### config.mk
export PLATFORM = sky130hd
export DESIGN_NAME = legacy_compat_mode_control
export DESIGN_NICKNAME = d
export VERILOG_FILES = /design/src/compat_pkg.sv /design/src/mode_latch.sv /design/src/legacy_compat_mode_control.sv
export SDC_FILE = /design/constraint.sdc
export NUM_CORES = 1
export LEC_CHECK = 0
export BUFFER_PORTS_ARGS = -buffer_cell sky130_fd_sc_hd__buf_4
export CORE_ASPECT_RATIO = 0.6
export CORE_MARGIN = 8
export CORE_UTILIZATION = 25
export DETAILED_ROUTE_END_ITERATION = 10
export GPL_TIMING_DRIVEN = 0
export PLACE_DENSITY = 0.57
export SLEW_MARGIN = 20
export SYNTH_ARGS = -nofsm -noshare
export SYNTH_HDL_FRONTEND = slang
export SYNTH_SLANG_ARGS = --single-unit
### constraint.sdc
create_clock -name mclk -period 2.55 [get_ports mclk]
set_clock_uncertainty 0.2 [all_clocks]
set_input_delay 0.3825 -clock mclk [delete_from_list [all_inputs] [get_ports mclk]]
set_output_delay 0.3825 -clock mclk [all_outputs]
set_load 0.005 [all_outputs]
### src/compat_pkg.sv
// Shared constants and carrier types for the legacy compatibility mode controller
package compat_pkg;

	// Register offsets (byte addresses on the AHB-Lite slave)
	localparam logic [7:0] ADDR_MODE_STATUS = 8'h00;
	localparam logic [7:0] ADDR_DATA_ACCESS = 8'h04;
	localparam logic [7:0] ADDR_RESET_CAUSE = 8'h08;
	localparam logic [7:0] ADDR_OSC_TRIM = 8'h0c;
	localparam logic [7:0] ADDR_WDT_CTRL = 8'h10;
	localparam logic [7:0] ADDR_EXTINT_SENSE = 8'h14;
	localparam logic [7:0] ADDR_XMEM_CTRL = 8'h18;
	localparam logic [7:0] ADDR_PORT_DIR = 8'h1c;

	// Extended I/O window bounds in data space
	localparam logic [15:0] EXT_IO_LO = 16'h0060;
	localparam logic [15:0] EXT_IO_HI = 16'h00ff;

	// Mode status bit positions
	localparam int MS_COMPAT_BIT = 0;
	localparam int MS_VIOL_BIT = 1;

	// Data access probe register fields
	localparam int DA_ADDR_LSB = 0;
	localparam int DA_IO_INSN_BIT = 16;

	// Reset cause flag positions
	localparam int RC_POR_BIT = 0;
	localparam int RC_EXT_BIT = 1;
	localparam int RC_BOD_BIT = 2;
	localparam int RC_WDT_BIT = 3;
	localparam int RC_JTAG_BIT = 4;
	localparam logic [7:0] RC_LEGACY_MASK = 8'h03;
	localparam logic [7:0] RC_NATIVE_MASK = 8'h1f;

	// Watchdog control fields
	localparam int WD_CHANGE_BIT = 4;
	localparam int WD_ENABLE_BIT = 3;
	localparam logic [2:0] WD_PRESCALE_RST = 3'h0;
	localparam int WD_TIMED_CYCLES = 4;

	// External interrupts: sources 0..3 are limited to low level in legacy mode
	localparam int EXTINT_NUM = 8;
	localparam int EXTINT_LEGACY_LIMITED = 4;

	// Oscillator trim reset value
	localparam logic [7:0] OSC_TRIM_RST = 8'h80;

	// Serial receiver overrun depths (unread characters held)
	localparam logic [1:0] RX_DEPTH_NATIVE = 2'h2;
	localparam logic [1:0] RX_DEPTH_LEGACY = 2'h1;

	// Feature enables fanned out to the peripherals
	typedef struct packed {
		logic ext_io_en;
		logic ext_vectors_en;
		logic legacy_ram_map;
		logic usart1_en;
		logic usart_sync_en;
		logic baud_high_en;
		logic timer3_en;
		logic third_compare_en;
		logic twi_en;
		logic boot_loader_en;
		logic xmem_release_en;
		logic xmem_sector_wait_en;
	} feature_type;

	// Pin control for ports C, F and G
	typedef struct packed {
		logic [7:0] portc_oe;
		logic [7:0] portf_oe;
		logic [4:0] portg_oe;
		logic portg_gpio_en;
	} pin_ctrl_type;

endpackage : compat_pkg

### src/mode_latch.sv
// Samples the compatibility fuse while reset is held and keeps the mode until the next reset
`timescale 1ns/1ps
module mode_latch
	import compat_pkg::*;
(
	input wire logic mclk,
	input wire logic sys_rst,
	input wire logic legacy_compat_fuse,
	output logic compat_mode
);

	// Fuse is static hardware, but it still passes the synchroniser stages
	logic sync1_r;
	logic sync2_r;
	logic sync3_r;

	always_ff @(posedge mclk) begin
		sync1_r <= legacy_compat_fuse;
		sync2_r <= sync1_r;
		sync3_r <= sync2_r;
	end

	// Capture only during reset, once the last two stages agree; frozen otherwise
	always_ff @(posedge mclk) begin
		if (sys_rst && (sync2_r == sync3_r)) begin
			compat_mode <= sync3_r;
		end
	end

endmodule : mode_latch

### src/legacy_compat_mode_control.sv
// Top of the legacy compatibility mode controller with its AHB-Lite register slave
//
// Behaviour
// - Added peripheral I/O sits at 0x60..0xFF, reachable by load/store only.
// - Legacy mode only when the compatibility fuse is programmed, else native.
// - Legacy mode disables the extended window and uses the old RAM layout.
// - Legacy mode removes the extended interrupt vectors.
// - Legacy mode: one serial port, asynchronous only, low eight divisor bits.
// - Legacy mode: one 16-bit timer with two compare registers.
// - Legacy mode: two-wire interface unavailable.
// - Legacy mode: port G carries alternate functions only.
// - Legacy mode: port F is digital input only besides analog input.
// - Legacy mode: no boot-loader self-programming.
// - Legacy mode: oscillator trim writes are ignored.
// - Legacy mode: memory interface keeps all address pins, uniform wait states.
// - Legacy mode: reset cause holds only external and power-on flags.
// - Legacy mode: watchdog timeout changes need no timed sequence.
// - Legacy mode: four of eight external interrupts are low-level only.
// - Legacy mode: port C is output only.
// - Legacy mode: serial receiver has no FIFO, overrun comes earlier.
`timescale 1ns/1ps
module legacy_compat_mode_control
	import compat_pkg::*;
(
	input wire logic mclk,
	input wire logic sys_rst,
	input wire logic legacy_compat_fuse,
	input wire logic por_event,
	input wire logic ext_reset_event,
	input wire logic bod_event,
	input wire logic wdt_event,
	input wire logic jtag_event,
	input wire logic [15:0] data_addr,
	input wire logic data_io_insn,
	input wire logic data_req,
	input wire logic [7:0] portc_dir_req,
	input wire logic [7:0] portf_dir_req,
	input wire logic [4:0] portg_dir_req,
	input wire logic [1:0] rx_unread,
	input wire logic [31:0] haddr,
	input wire logic [1:0] htrans,
	input wire logic hwrite,
	input wire logic [2:0] hsize,
	input wire logic [31:0] hwdata,
	input wire logic hsel,
	input wire logic hready,
	output logic [31:0] hrdata,
	output logic hreadyout,
	output logic hresp,
	output logic compat_mode,
	output logic ext_io_hit,
	output logic ext_io_blocked,
	output feature_type features,
	output pin_ctrl_type pins,
	output logic rx_overrun,
	output logic [7:0] osc_trim,
	output logic [2:0] wdt_prescale,
	output logic wdt_enable,
	output logic [15:0] extint_sense,
	output logic [7:0] xmem_ctrl
);

	////////////////////////////////////////////////////////////////////////////
	// Mode capture

	mode_latch u_mode_latch (
		.mclk(mclk),
		.sys_rst(sys_rst),
		.legacy_compat_fuse(legacy_compat_fuse),
		.compat_mode(compat_mode)
	);

	////////////////////////////////////////////////////////////////////////////
	// Elaboration checks on the shared constants this logic is sized for

	if (WD_TIMED_CYCLES < 1 || WD_TIMED_CYCLES > 7) begin : g_bad_wd_window
		$error("watchdog change window does not fit its 3-bit counter");
	end
	if (EXTINT_LEGACY_LIMITED > EXTINT_NUM || 2 * EXTINT_NUM != 16) begin : g_bad_extint
		$error("external interrupt counts do not match the 16-bit sense field");
	end
	// Legacy overrun must come earlier than native, since the legacy receiver has no FIFO
	if (RX_DEPTH_LEGACY >= RX_DEPTH_NATIVE) begin : g_bad_rx_depth
		$error("legacy receive depth must be below the native depth");
	end
	if (RC_LEGACY_MASK != ((8'h01 << RC_POR_BIT) | (8'h01 << RC_EXT_BIT))) begin : g_bad_cause_mask
		$error("legacy reset cause mask must hold only the power-on and external flags");
	end

	////////////////////////////////////////////////////////////////////////////
	// Feature gating

	always_ff @(posedge mclk) begin
		if (sys_rst) begin
			features <= '0;
		end else begin
			features.ext_io_en <= !compat_mode;
			features.legacy_ram_map <= compat_mode;
			features.ext_vectors_en <= !compat_mode;
			features.usart1_en <= !compat_mode;
			features.usart_sync_en <= !compat_mode;
			features.baud_high_en <= !compat_mode;
			features.timer3_en <= !compat_mode;
			features.third_compare_en <= !compat_mode;
			features.twi_en <= !compat_mode;
			features.boot_loader_en <= !compat_mode;
			features.xmem_release_en <= !compat_mode;
			features.xmem_sector_wait_en <= !compat_mode;
		end
	end

	////////////////////////////////////////////////////////////////////////////
	// Extended I/O window decode

	logic in_window;
	assign in_window = (data_addr >= EXT_IO_LO) && (data_addr <= EXT_IO_HI);

	always_ff @(posedge mclk) begin
		if (sys_rst) begin
			ext_io_hit <= 1'b0;
			ext_io_blocked <= 1'b0;
		end else begin
			// In legacy mode the window is plain RAM, so nothing in it decodes as I/O
			ext_io_hit <= data_req && in_window && !data_io_insn && !compat_mode;
			ext_io_blocked <= data_req && in_window && data_io_insn && !compat_mode;
		end
	end

	////////////////////////////////////////////////////////////////////////////
	// Pin direction control

	always_ff @(posedge mclk) begin
		if (sys_rst) begin
			pins <= '0;
		end else if (compat_mode) begin
			pins.portc_oe <= 8'hff;
			pins.portf_oe <= 8'h00;
			pins.portg_oe <= 5'h00;
			pins.portg_gpio_en <= 1'b0;
		end else begin
			pins.portc_oe <= portc_dir_req;
			pins.portf_oe <= portf_dir_req;
			pins.portg_oe <= portg_dir_req;
			pins.portg_gpio_en <= 1'b1;
		end
	end

	////////////////////////////////////////////////////////////////////////////
	// Serial receive overrun

	always_ff @(posedge mclk) begin
		if (sys_rst) begin
			rx_overrun <= 1'b0;
		end else begin
			// Without the FIFO one held character is the whole buffer
			rx_overrun <= rx_unread > (compat_mode ? RX_DEPTH_LEGACY : RX_DEPTH_NATIVE);
		end
	end

	////////////////////////////////////////////////////////////////////////////
	// AHB-Lite slave: address phase capture

	logic wr_pend_r;
	logic rd_pend_r;
	logic [7:0] addr_r;
	logic addr_ok;
	logic xfer_ok;

	assign addr_ok = (haddr[31:8] == 24'h000000) && (haddr[1:0] == 2'h0);
	assign xfer_ok = hsel && hready && htrans[1];
	// In-range reads take one wait state so that hrdata can come straight from a flip-flop
	assign hreadyout = !rd_pend_r;
	assign hresp = 1'b0;

	always_ff @(posedge mclk) begin
		if (sys_rst) begin
			wr_pend_r <= 1'b0;
			rd_pend_r <= 1'b0;
		end else begin
			wr_pend_r <= xfer_ok && hwrite && addr_ok && (hsize == 3'h2);
			// Out-of-range reads are not pending: they finish at once and read as zero
			rd_pend_r <= xfer_ok && !hwrite && addr_ok;
		end
	end

	// Address kept only on an accepted transfer, so a stalled bus cannot disturb the decode
	always_ff @(posedge mclk) begin
		if (sys_rst) begin
			addr_r <= 8'h00;
		end else if (xfer_ok) begin
			addr_r <= haddr[7:0];
		end
	end

	logic [7:0] wb;
	assign wb = hwdata[7:0];

	logic wr_reset_cause;
	logic wr_osc;
	logic wr_wdt;
	logic wr_extint;
	logic wr_xmem;
	assign wr_reset_cause = wr_pend_r && (addr_r == ADDR_RESET_CAUSE);
	assign wr_osc = wr_pend_r && (addr_r == ADDR_OSC_TRIM);
	assign wr_wdt = wr_pend_r && (addr_r == ADDR_WDT_CTRL);
	assign wr_extint = wr_pend_r && (addr_r == ADDR_EXTINT_SENSE);
	assign wr_xmem = wr_pend_r && (addr_r == ADDR_XMEM_CTRL);

	////////////////////////////////////////////////////////////////////////////
	// Reset cause flags: write one to clear, a new event wins over the clear

	logic [7:0] reset_cause_status_reg_r;
	logic [7:0] cause_evt;
	logic [7:0] cause_mask;

	assign cause_evt = {3'h0, jtag_event, wdt_event, bod_event, ext_reset_event, por_event};
	assign cause_mask = compat_mode ? RC_LEGACY_MASK : RC_NATIVE_MASK;

	// Flags survive sys_rst on purpose: they report why the reset happened
	always_ff @(posedge mclk) begin
		if (por_event) begin
			reset_cause_status_reg_r <= 8'h01 << RC_POR_BIT;
		end else begin
			reset_cause_status_reg_r <= ((reset_cause_status_reg_r & ~(wr_reset_cause ? wb : 8'h00))
				| cause_evt) & cause_mask;
		end
	end

	////////////////////////////////////////////////////////////////////////////
	// Oscillator trim

	always_ff @(posedge mclk) begin
		if (sys_rst) begin
			osc_trim <= OSC_TRIM_RST;
		end else if (wr_osc && !compat_mode) begin
			osc_trim <= wb;
		end
	end

	////////////////////////////////////////////////////////////////////////////
	// Watchdog control with timed change window

	logic [2:0] wd_win_r;
	logic wd_open;
	assign wd_open = (wd_win_r != 3'h0);

	always_ff @(posedge mclk) begin
		if (sys_rst) begin
			wd_win_r <= 3'h0;
		end else if (wr_wdt && wb[WD_CHANGE_BIT] && wb[WD_ENABLE_BIT]) begin
			wd_win_r <= 3'(WD_TIMED_CYCLES);
		end else if (wd_open) begin
			wd_win_r <= wd_win_r - 3'h1;
		end
	end

	always_ff @(posedge mclk) begin
		if (sys_rst) begin
			wdt_prescale <= WD_PRESCALE_RST;
			wdt_enable <= 1'b0;
		end else if (wr_wdt) begin
			if (compat_mode || wd_open) begin
				wdt_prescale <= wb[2:0];
				wdt_enable <= wb[WD_ENABLE_BIT];
			end else if (wb[WD_ENABLE_BIT]) begin
				// Enabling is always allowed; only change/disable needs the window
				wdt_enable <= 1'b1;
			end
		end
	end

	////////////////////////////////////////////////////////////////////////////
	// External interrupt sense, two bits per source

	genvar gi;
	generate
		for (gi = 0; gi < EXTINT_NUM; gi++) begin : g_sense
			always_ff @(posedge mclk) begin
				if (sys_rst) begin
					extint_sense[2*gi +: 2] <= 2'h0;
				end else if (compat_mode && (gi < EXTINT_LEGACY_LIMITED)) begin
					extint_sense[2*gi +: 2] <= 2'h0;
				end else if (wr_extint) begin
					extint_sense[2*gi +: 2] <= hwdata[2*gi +: 2];
				end
			end
		end
	endgenerate

	////////////////////////////////////////////////////////////////////////////
	// External memory control: bits 2..0 release mask, bit 3 sector wait enable

	always_ff @(posedge mclk) begin
		if (sys_rst) begin
			xmem_ctrl <= 8'h00;
		end else if (compat_mode) begin
			xmem_ctrl <= 8'h00;
		end else if (wr_xmem) begin
			xmem_ctrl <= wb;
		end
	end

	////////////////////////////////////////////////////////////////////////////
	// Read data

	logic [31:0] rdata_nxt;

	always_comb begin
		rdata_nxt = 32'h00000000;
		if (addr_r == ADDR_MODE_STATUS) begin
			rdata_nxt[MS_COMPAT_BIT] = compat_mode;
			rdata_nxt[MS_VIOL_BIT] = ext_io_blocked;
		end else if (addr_r == ADDR_DATA_ACCESS) begin
			rdata_nxt[DA_ADDR_LSB +: 16] = data_addr;
			rdata_nxt[DA_IO_INSN_BIT] = data_io_insn;
		end else if (addr_r == ADDR_RESET_CAUSE) begin
			rdata_nxt[7:0] = reset_cause_status_reg_r;
		end else if (addr_r == ADDR_OSC_TRIM) begin
			rdata_nxt[7:0] = osc_trim;
		end else if (addr_r == ADDR_WDT_CTRL) begin
			rdata_nxt[3:0] = {wdt_enable, wdt_prescale};
		end else if (addr_r == ADDR_EXTINT_SENSE) begin
			rdata_nxt[15:0] = extint_sense;
		end else if (addr_r == ADDR_XMEM_CTRL) begin
			rdata_nxt[7:0] = xmem_ctrl;
		end else if (addr_r == ADDR_PORT_DIR) begin
			rdata_nxt[20:0] = {pins.portg_oe, pins.portf_oe, pins.portc_oe};
		end
	end

	// Read data stands for the single ready cycle that ends the read, and is zero otherwise
	always_ff @(posedge mclk) begin
		if (sys_rst) begin
			hrdata <= 32'h00000000;
		end else if (rd_pend_r) begin
			hrdata <= rdata_nxt;
		end else begin
			hrdata <= 32'h00000000;
		end
	end

endmodule : legacy_compat_mode_control

==> impl_metrics.json, run 1 <==
{
  "worst_skew_pair.late_latency_ps": 350,
  "cpMaxStageDelayCell": "edfxtp_1",
  "r2r_cells": 6,
  "p_sw_uw": 958,
  "port_buffers": 199,
  "slowest_delay_ps": 590,
  "rows": 37,
  "num_antenna_cells": 0,
  "worst_hold_path_type": "in2reg",
  "drive_gt1_frac": 0.368,
  "rsz0062_at_grt": "false",
  "drv_cap": 0,
  "gr-total-overflow": 0,
  "fin_cells": 959,
  "yosysSeqAreaShare": 0.474,
  "setup_viol_count_final": 0,
  "detail_route.iter0.violations": 302,
  "finalInstanceArea_sq_um": 6600,
  "max_slew_margin": 0.406,
  "nets": 846,
  "crit_buf_inv": 3,
  "vias": 4318,
  "final_common_cell": "buf_4",
  "cts_setup_buffers": 0,
  "hpwl_mm": 15.0,
  "crit_path_end": "xmem_ctrl[0]",
  "synthCells": 497,
  "synth-edff-count": 1,
  "viasPerCell": 4.50,
  "ys_seq_elements": 105,
  "crit_required_ps": 2620,
  "rrSetupSlack_ps": 170,
  "dieArea_sq_um": 22500,
  "swShare": 0.266,
  "worst_slew_pin_slew_ps": 886,
  "period_share": 0.932,
  "num-fill-cells": 1828,
  "cts.sinks": 105,
  "place_congestion": 0.849,
  "drcViolationCount": 0,
  "clockPowerShare": 0.381,
  "placed_area_sq_um": 6280,
  "crit_type": "reg2reg",
  "cts_max_path_buffers": 2,
  "p_leak_nw": 3.04,
  "dp_slack_ps": -241,
  "cp-startpoint": "u_mode_latch.compat_mode",
  "internal-power_mw": 2.64,
  "r2r-start": "u_mode_latch.compat_mode",
  "clk_pin_slew_worst_paths_ps": 80,
  "coreArea_sq_um": 17300,
  "power_frac_seq": 0.480,
  "end_kind": "flip-flop",
  "syn_avg_cell_area_sq_um": 8.97,
  "firstDrtPassIters": 5,
  "synth-main-ff-cell": "dfxtp_1",
  "crit_cells": 6,
  "ir_drop_mv": 0.313,
  "fmax_mhz": 421,
  "numCtsBuffers": 9,
  "io_pins": 229,
  "critPathTopFamily": "buffers and inverters",
  "avgRoutedWirePerCell_um": 19.2,
  "status": "completed",
  "fin_ws_ps": 174,
  "yosysWarnings": 0,
  "ant_nets": 0,
  "slew_violations": 0,
  "whs_ps": 13.1,
  "areaGrowthSynthToFinish_pct": 48.1,
  "layout_common_cells": "buf_4, dfxtp_1, nor2_1, nand2_1, mux2i_1",
  "grt_max_degree": 20,
  "initial_core_util": 0.257,
  "dp_cells": 941,
  "rr_endpoint": "xmem_ctrl[0]",
  "wl_mm": 18.4,
  "crit_path_max_fanout": 10,
  "antenna_found_initial": 0,
  "grt_pass1_wl_mm": 27.6,
  "grt_pass1_vias": 4362,
  "cp.arrival_ps": 2450,
  "track_usage": 0.161,
  "cts_tree": "done",
  "finish.utilization": 0.381,
  "power_density_nw_per_um2": 545,
  "yosysUniqueCellTypes": 53,
  "h-tree-depth": 3,
  "hold_viol": 0,
  "die-width_um": 188,
  "die_h_um": 119,
  "crit_path_start_kind": "flip-flop",
  "root_buffer": "clkbuf_16",
  "crit_chain": "or2_2 > inv_1 > clkbuf_1 > clkbuf_2 > nand3_2 > o31ai_4",
  "timing.final.crit_period_ps": 2380,
  "synthesis.area_sq_um": 4460,
  "async_flop_share": 0,
  "combPwrFrac": 0.139
}
[worst min path at each step]
stage               slack, ps                   end                  from  cells after the start
global route                6            ext_io_hit          data_io_insn                      2
finish                     10            ext_io_hit          data_io_insn                      2
floorplan                 110  u_mode_latch.sync2_r  u_mode_latch.sync1_r                      0
global placement          110  u_mode_latch.sync2_r  u_mode_latch.sync1_r                      0
detailed placement        120  u_mode_latch.sync2_r  u_mode_latch.sync1_r                      0
CTS                         1            ext_io_hit          data_io_insn                      2
[synthesized netlist by cell type, drive strengths merged (2+ instances only)]
cell type,number,share of area
nand2b,4,0.0056
and2,15,0.021
ha,5,0.014
o21ai,23,0.026
or3,4,0.0056
nor2b,4,0.0056
buf,34,0.053
a22oi,8,0.013
or2,2,0.0028
nor4b,3,0.0073
a21oi,22,0.025
o211ai,3,0.0051
nor3b,3,0.0051
a31oi,4,0.0056
nor4,8,0.011
nor2,60,0.051
inv,19,0.016
mux2,11,0.028
a211oi,3,0.0051
dfxtp,104,0.47
o22ai,5,0.0070
and3,8,0.011
clkbuf,17,0.014
nand2,42,0.035
nand3,18,0.021
a221oi,2,0.0039
nand4,5,0.0084
nor3,11,0.012
mux2i,29,0.065
a21o,4,0.0067
nand3b,2,0.0034
[final cells by class]
class | count | area [sq um] | area share
Buffer | 51 | 303 | 0.0459
Clock buffer | 9 | 225 | 0.0341
Clock inverter | 7 | 63.8 | 0.00966
Inverter | 19 | 71.3 | 0.0108
Multi-Input combinational cell | 333 | 2020 | 0.306
Sequential cell | 105 | 2110 | 0.320
Tap cell | 234 | 293 | 0.0443
Timing Repair Buffer | 201 | 1510 | 0.229
[layer usage]
metal | vias to the layer above | share of wire | GRT usage
met2 | 216 | 0.38 | 0.214
met1 | 1969 | 0.50 | 0.234
met5 | - | 0 | 0
met3 | 12 | 0.11 | 0.0682
met4 | 0 | 0.0099 | 0.0326
li1 | 2121 | - | -
[flip-flops by register name, indices dropped and copies added (netlist names), 2 cells and up]
| register | count |
|---|---|
| addr_r | 8 |
| extint_sense | 16 |
| features | 2 |
| hrdata | 21 |
| osc_trim | 8 |
| pins | 21 |
| reset_cause_status_reg_r | 5 |
| wd_win_r | 3 |
| wdt_prescale | 3 |
| xmem_ctrl | 8 |
[logic make-up after synthesis]
group / Yosys count / share of synthesized area
buffers and inverters: 70 / 0.0837
adders and majority gates: 5 / 0.0140
muxes: 40 / 0.0929
other: 1 / 0.000841
and+or+nand+nor: 192 / 0.214
DFF: 105 / 0.474
xor gates and xnor gates: 2 / 0.00393
AOI/OAI and AO/OA: 82 / 0.117
[what timing repair did]
| item | in CTS | in global routing |
|---|---|---|
| setup endpoints to repair | 1 | 16 |
| gates resized for setup | 1 | 2 |
| hold buffers | 2 | 0 |
| hold endpoints to repair | 2 | 0 |
[per-stage QoR]
stage	TNS [ps]	power, mW
after global routing	0	3.77
after global placement	-2240	2.25
final	0	3.60
after floorplan	0	1.99
after detailed placement	-2670	2.26
after CTS	0	3.63
[power groups by stage]
| stage | logic [mW] | clock network (mW) | registers, mW |
|---|---|---|---|
| 2_1_floorplan | 0.237 | 0 | 1.75 |
| 3_3_place_gp | 0.486 | 0 | 1.76 |
| 3_5_place_dp | 0.495 | 0 | 1.76 |
| 4_1_cts | 0.501 | 1.41 | 1.72 |
| 5_1_grt | 0.550 | 1.49 | 1.73 |
| 6_report | 0.500 | 1.37 | 1.73 |
Power figures use the tool's default switching activity.
==> inputs of run 2 (changes only) <==
--- a/config.mk
+++ b/config.mk
@@ -5,6 +5,7 @@
 export SDC_FILE = /design/constraint.sdc
 export NUM_CORES = 1
 export LEC_CHECK = 0
+export ABC_AREA = 1
 export BUFFER_PORTS_ARGS = -buffer_cell sky130_fd_sc_hd__buf_4
 export CORE_ASPECT_RATIO = 0.6
 export CORE_MARGIN = 8
@@ -12,7 +13,7 @@
 export DETAILED_ROUTE_END_ITERATION = 10
 export GPL_TIMING_DRIVEN = 0
 export PLACE_DENSITY = 0.57
-export SLEW_MARGIN = 20
+export SLEW_MARGIN = 10
 export SYNTH_ARGS = -nofsm -noshare
 export SYNTH_HDL_FRONTEND = slang
 export SYNTH_SLANG_ARGS = --single-unit
==> run 2 against run 1 <==
Sequential power about the same; synthesized cell count rose by 16%; clock power grew 4%; highest routed layer unchanged; routed wire length down 6.0%; power is 1.9% higher; utilization barely moved; largest cell class unchanged; via count barely moved; flip-flop and latch count is the same; cell count up 8.1%; sequential share of layout area increased by 0.29 points.
==> impl_metrics.json, run 2 <==
{
  "layout_common_cells": "buf_4, nand2_1, dfxtp_1, nor2_1, inv_1",
  "clk_pin_slew_worst_paths_ps": 70,
  "cpMaxStageDelayCell": "edfxtp_1",
  "die_h_um": 119,
  "die-width_um": 187,
  "coreArea_sq_um": 17200,
  "crit_chain": "nor2_2 > inv_2 > nor4_1 > nand4_1 > nor2_1",
  "hold_depth": 2,
  "io_pins": 229,
  "final_common_cell": "buf_4",
  "crit_type": "reg2reg",
  "timing.final.crit_period_ps": 1980,
  "wl_mm": 17.3,
  "dieArea_sq_um": 22300,
  "numCtsBuffers": 9,
  "synth_xor_area_frac": 0.00398,
  "grt_pass1_wl_mm": 26.2,
  "worst_skew_pair.late_latency_ps": 340,
  "hpwl_mm": 14.1,
  "firstDrtPassIters": 4,
  "nets": 925,
  "cp.arrival_ps": 2050,
  "r2r-start": "u_mode_latch.compat_mode",
  "whs_ps": 32.8,
  "rsz0062_at_grt": "false",
  "ant_nets": 0,
  "synthesis.area_sq_um": 4410,
  "synth_compound_gate_area_share": 0.123,
  "synth_top_cells_by_count": "nand2_1, dfxtp_1, nor2_1",
  "crit_required_ps": 2620,
  "h-tree-depth": 3,
  "hold_viol": 0,
  "power_frac_seq": 0.473,
  "status": "completed",
  "synth_area_leader_cell": "dfxtp_1",
  "setup_viol_count_final": 0,
  "p_leak_nw": 3.16,
  "synth_top_area_frac": 0.473,
  "yosysWarnings": 0,
  "clockPowerShare": 0.389,
  "ys_seq_elements": 105,
  "drv_cap": 0,
  "ir_drop_mv": 0.221,
  "synth-edff-count": 1,
  "top_usage_layer": "met1",
  "track_usage": 0.152,
  "grt_max_degree": 16,
  "avgRoutedWirePerCell_um": 16.7,
  "root_buffer": "clkbuf_16",
  "max_slew_margin": 0.621,
  "fmax_mhz": 505,
  "rr_endpoint": "ext_io_blocked",
  "yosysUniqueCellTypes": 33,
  "worst_slew_pin_slew_ps": 568,
  "cts_tree": "done",
  "yosysSeqAreaShare": 0.479,
  "fin_tns_setup_ps": 0,
  "port_buffers": 198,
  "slew_violations": 0,
  "vias": 4315,
  "slowest_delay_ps": 520,
  "synth-main-ff-cell": "dfxtp_1",
  "r2r_cells": 5,
  "detail_route.iter0.violations": 306,
  "cts.sinks": 105,
  "synthAdderAreaFrac": 0.0142,
  "p_sw_uw": 896,
  "synthCells": 577,
  "swShare": 0.245,
  "synth_top_family_by_area": "simple AND/OR/NAND/NOR gates",
  "period_share": 0.777,
  "internal-power_mw": 2.77,
  "power_density_nw_per_um2": 560,
  "hold_end": "reset_cause_status_reg_r[1]",
  "num_antenna_cells": 0,
  "cts_max_path_buffers": 2,
  "drive_gt1_frac": 0.341,
  "end_kind": "flip-flop",
  "critPathTopFamily": "simple AND/OR/NAND/NOR gates",
  "grtUsageMet3": 0.0594,
  "combPwrFrac": 0.138,
  "gr-total-overflow": 0,
  "syn_avg_cell_area_sq_um": 7.64,
  "async_flop_share": 0,
  "viasPerCell": 4.16,
  "grtUsageMet2": 0.212,
  "yosys-mux-area-fraction": 0,
  "crit_path_start_kind": "flip-flop",
  "synth.area.top_cells": "dfxtp_1, nand2_1, nor2_1",
  "crit_buf_inv": 1,
  "drcViolationCount": 0,
  "min-delay-start": "por_event",
  "synth_most_common_cell": "nand2_1",
  "areaGrowthSynthToFinish_pct": 48.5,
  "worst_hold_path_type": "in2reg",
  "synth-simple-area-share": 0.251,
  "power_mw": 3.66,
  "crit_path_max_fanout": 10,
  "place_congestion": 0.865,
  "rows": 37,
  "grtUsageMet1": 0.218,
  "antenna_found_initial": 0,
  "grt_pass1_vias": 4309,
  "rrSetupSlack_ps": 570,
  "initial_core_util": 0.257,
  "largestRegisters": "hrdata (21), pins (21), extint_sense (16)"
}
[run 2: changes by cell type after synthesis, moves of 11 or more]
cell      change
nand2_1      +63
inv_1        +47
mux2i_1      -29
a21oi_1      +27
o21ai_0      +19
nor2_1       +16
and2_1       -15
inv_2        +14
clkbuf_1     -12
mux2_2       -11
nand3_1      +11
[run 2: kinds of logic after synthesis]
logic type | Yosys count
adders and majority gates | 5
AOI/OAI and AO/OA | 101
xor gates and xnor gates | 2
and+or+nand+nor | 245
buffers and inverters | 118
other | 1
DFF | 105
[run 2: how the worst max path moves through the flow]
| stage | cells after the start | endpoint | from |
|---|---|---|---|
| 2_1_floorplan | 7 | hrdata[3] | sys_rst |
| 3_3_place_gp | 5 | ext_io_blocked | u_mode_latch.compat_mode |
| 3_5_place_dp | 5 | ext_io_blocked | u_mode_latch.compat_mode |
| 4_1_cts | 5 | ext_io_blocked | u_mode_latch.compat_mode |
| 5_1_grt | 5 | ext_io_blocked | u_mode_latch.compat_mode |
| 6_report | 5 | ext_io_blocked | u_mode_latch.compat_mode |
[run 2: metrics by stage]
| step | worst slack, ps | utilization | std cells | cell area, sq um |
|---|---|---|---|---|
| 3_5_place_dp | 565 | 0.362 | 1020 | 6230 |
| 6_report | 568 | 0.381 | 1037 | 6540 |
| 3_3_place_gp | 514 | 0.362 | 1020 | 6230 |
| 5_1_grt | 313 | 0.381 | 1037 | 6540 |
| 2_1_floorplan | 1030 | - | 588 | 4450 |
| 4_1_cts | 545 | 0.380 | 1036 | 6530 |
[run 2: area by class of cell]
cell class,instances,area [sq um]
Multi-Input combinational cell,365,1770
Fill cell,1824,10600
Sequential cell,105,2110
Tap cell,234,293
Clock inverter,2,37.5
Buffer,38,263
Clock buffer,13,260
Inverter,80,300
Timing Repair Buffer,200,1510
[run 2: layer usage]
| layer | up-vias | part of all wire |
|---|---|---|
| met5 | - | 0 |
| met4 | 0 | 0.0059 |
| met3 | 6 | 0.10 |
| met2 | 159 | 0.40 |
| met1 | 1902 | 0.49 |
| li1 | 2248 | - |
[run 2: power by group through the flow]
stage	sequential (mW)	combinational [mW]	clock [mW]
floorplan	1.76	0.256	0
global placement	1.77	0.492	0
detailed placement	1.77	0.501	0
CTS	1.73	0.504	1.47
global route	1.74	0.569	1.54
finish	1.73	0.504	1.43
[run 2: timing repair]
item,4_1_cts,5_1_grt
endpoints found under the hold margin,1,1
buffers inserted,0,0
hold buffers,1,1
resized for setup,0,0
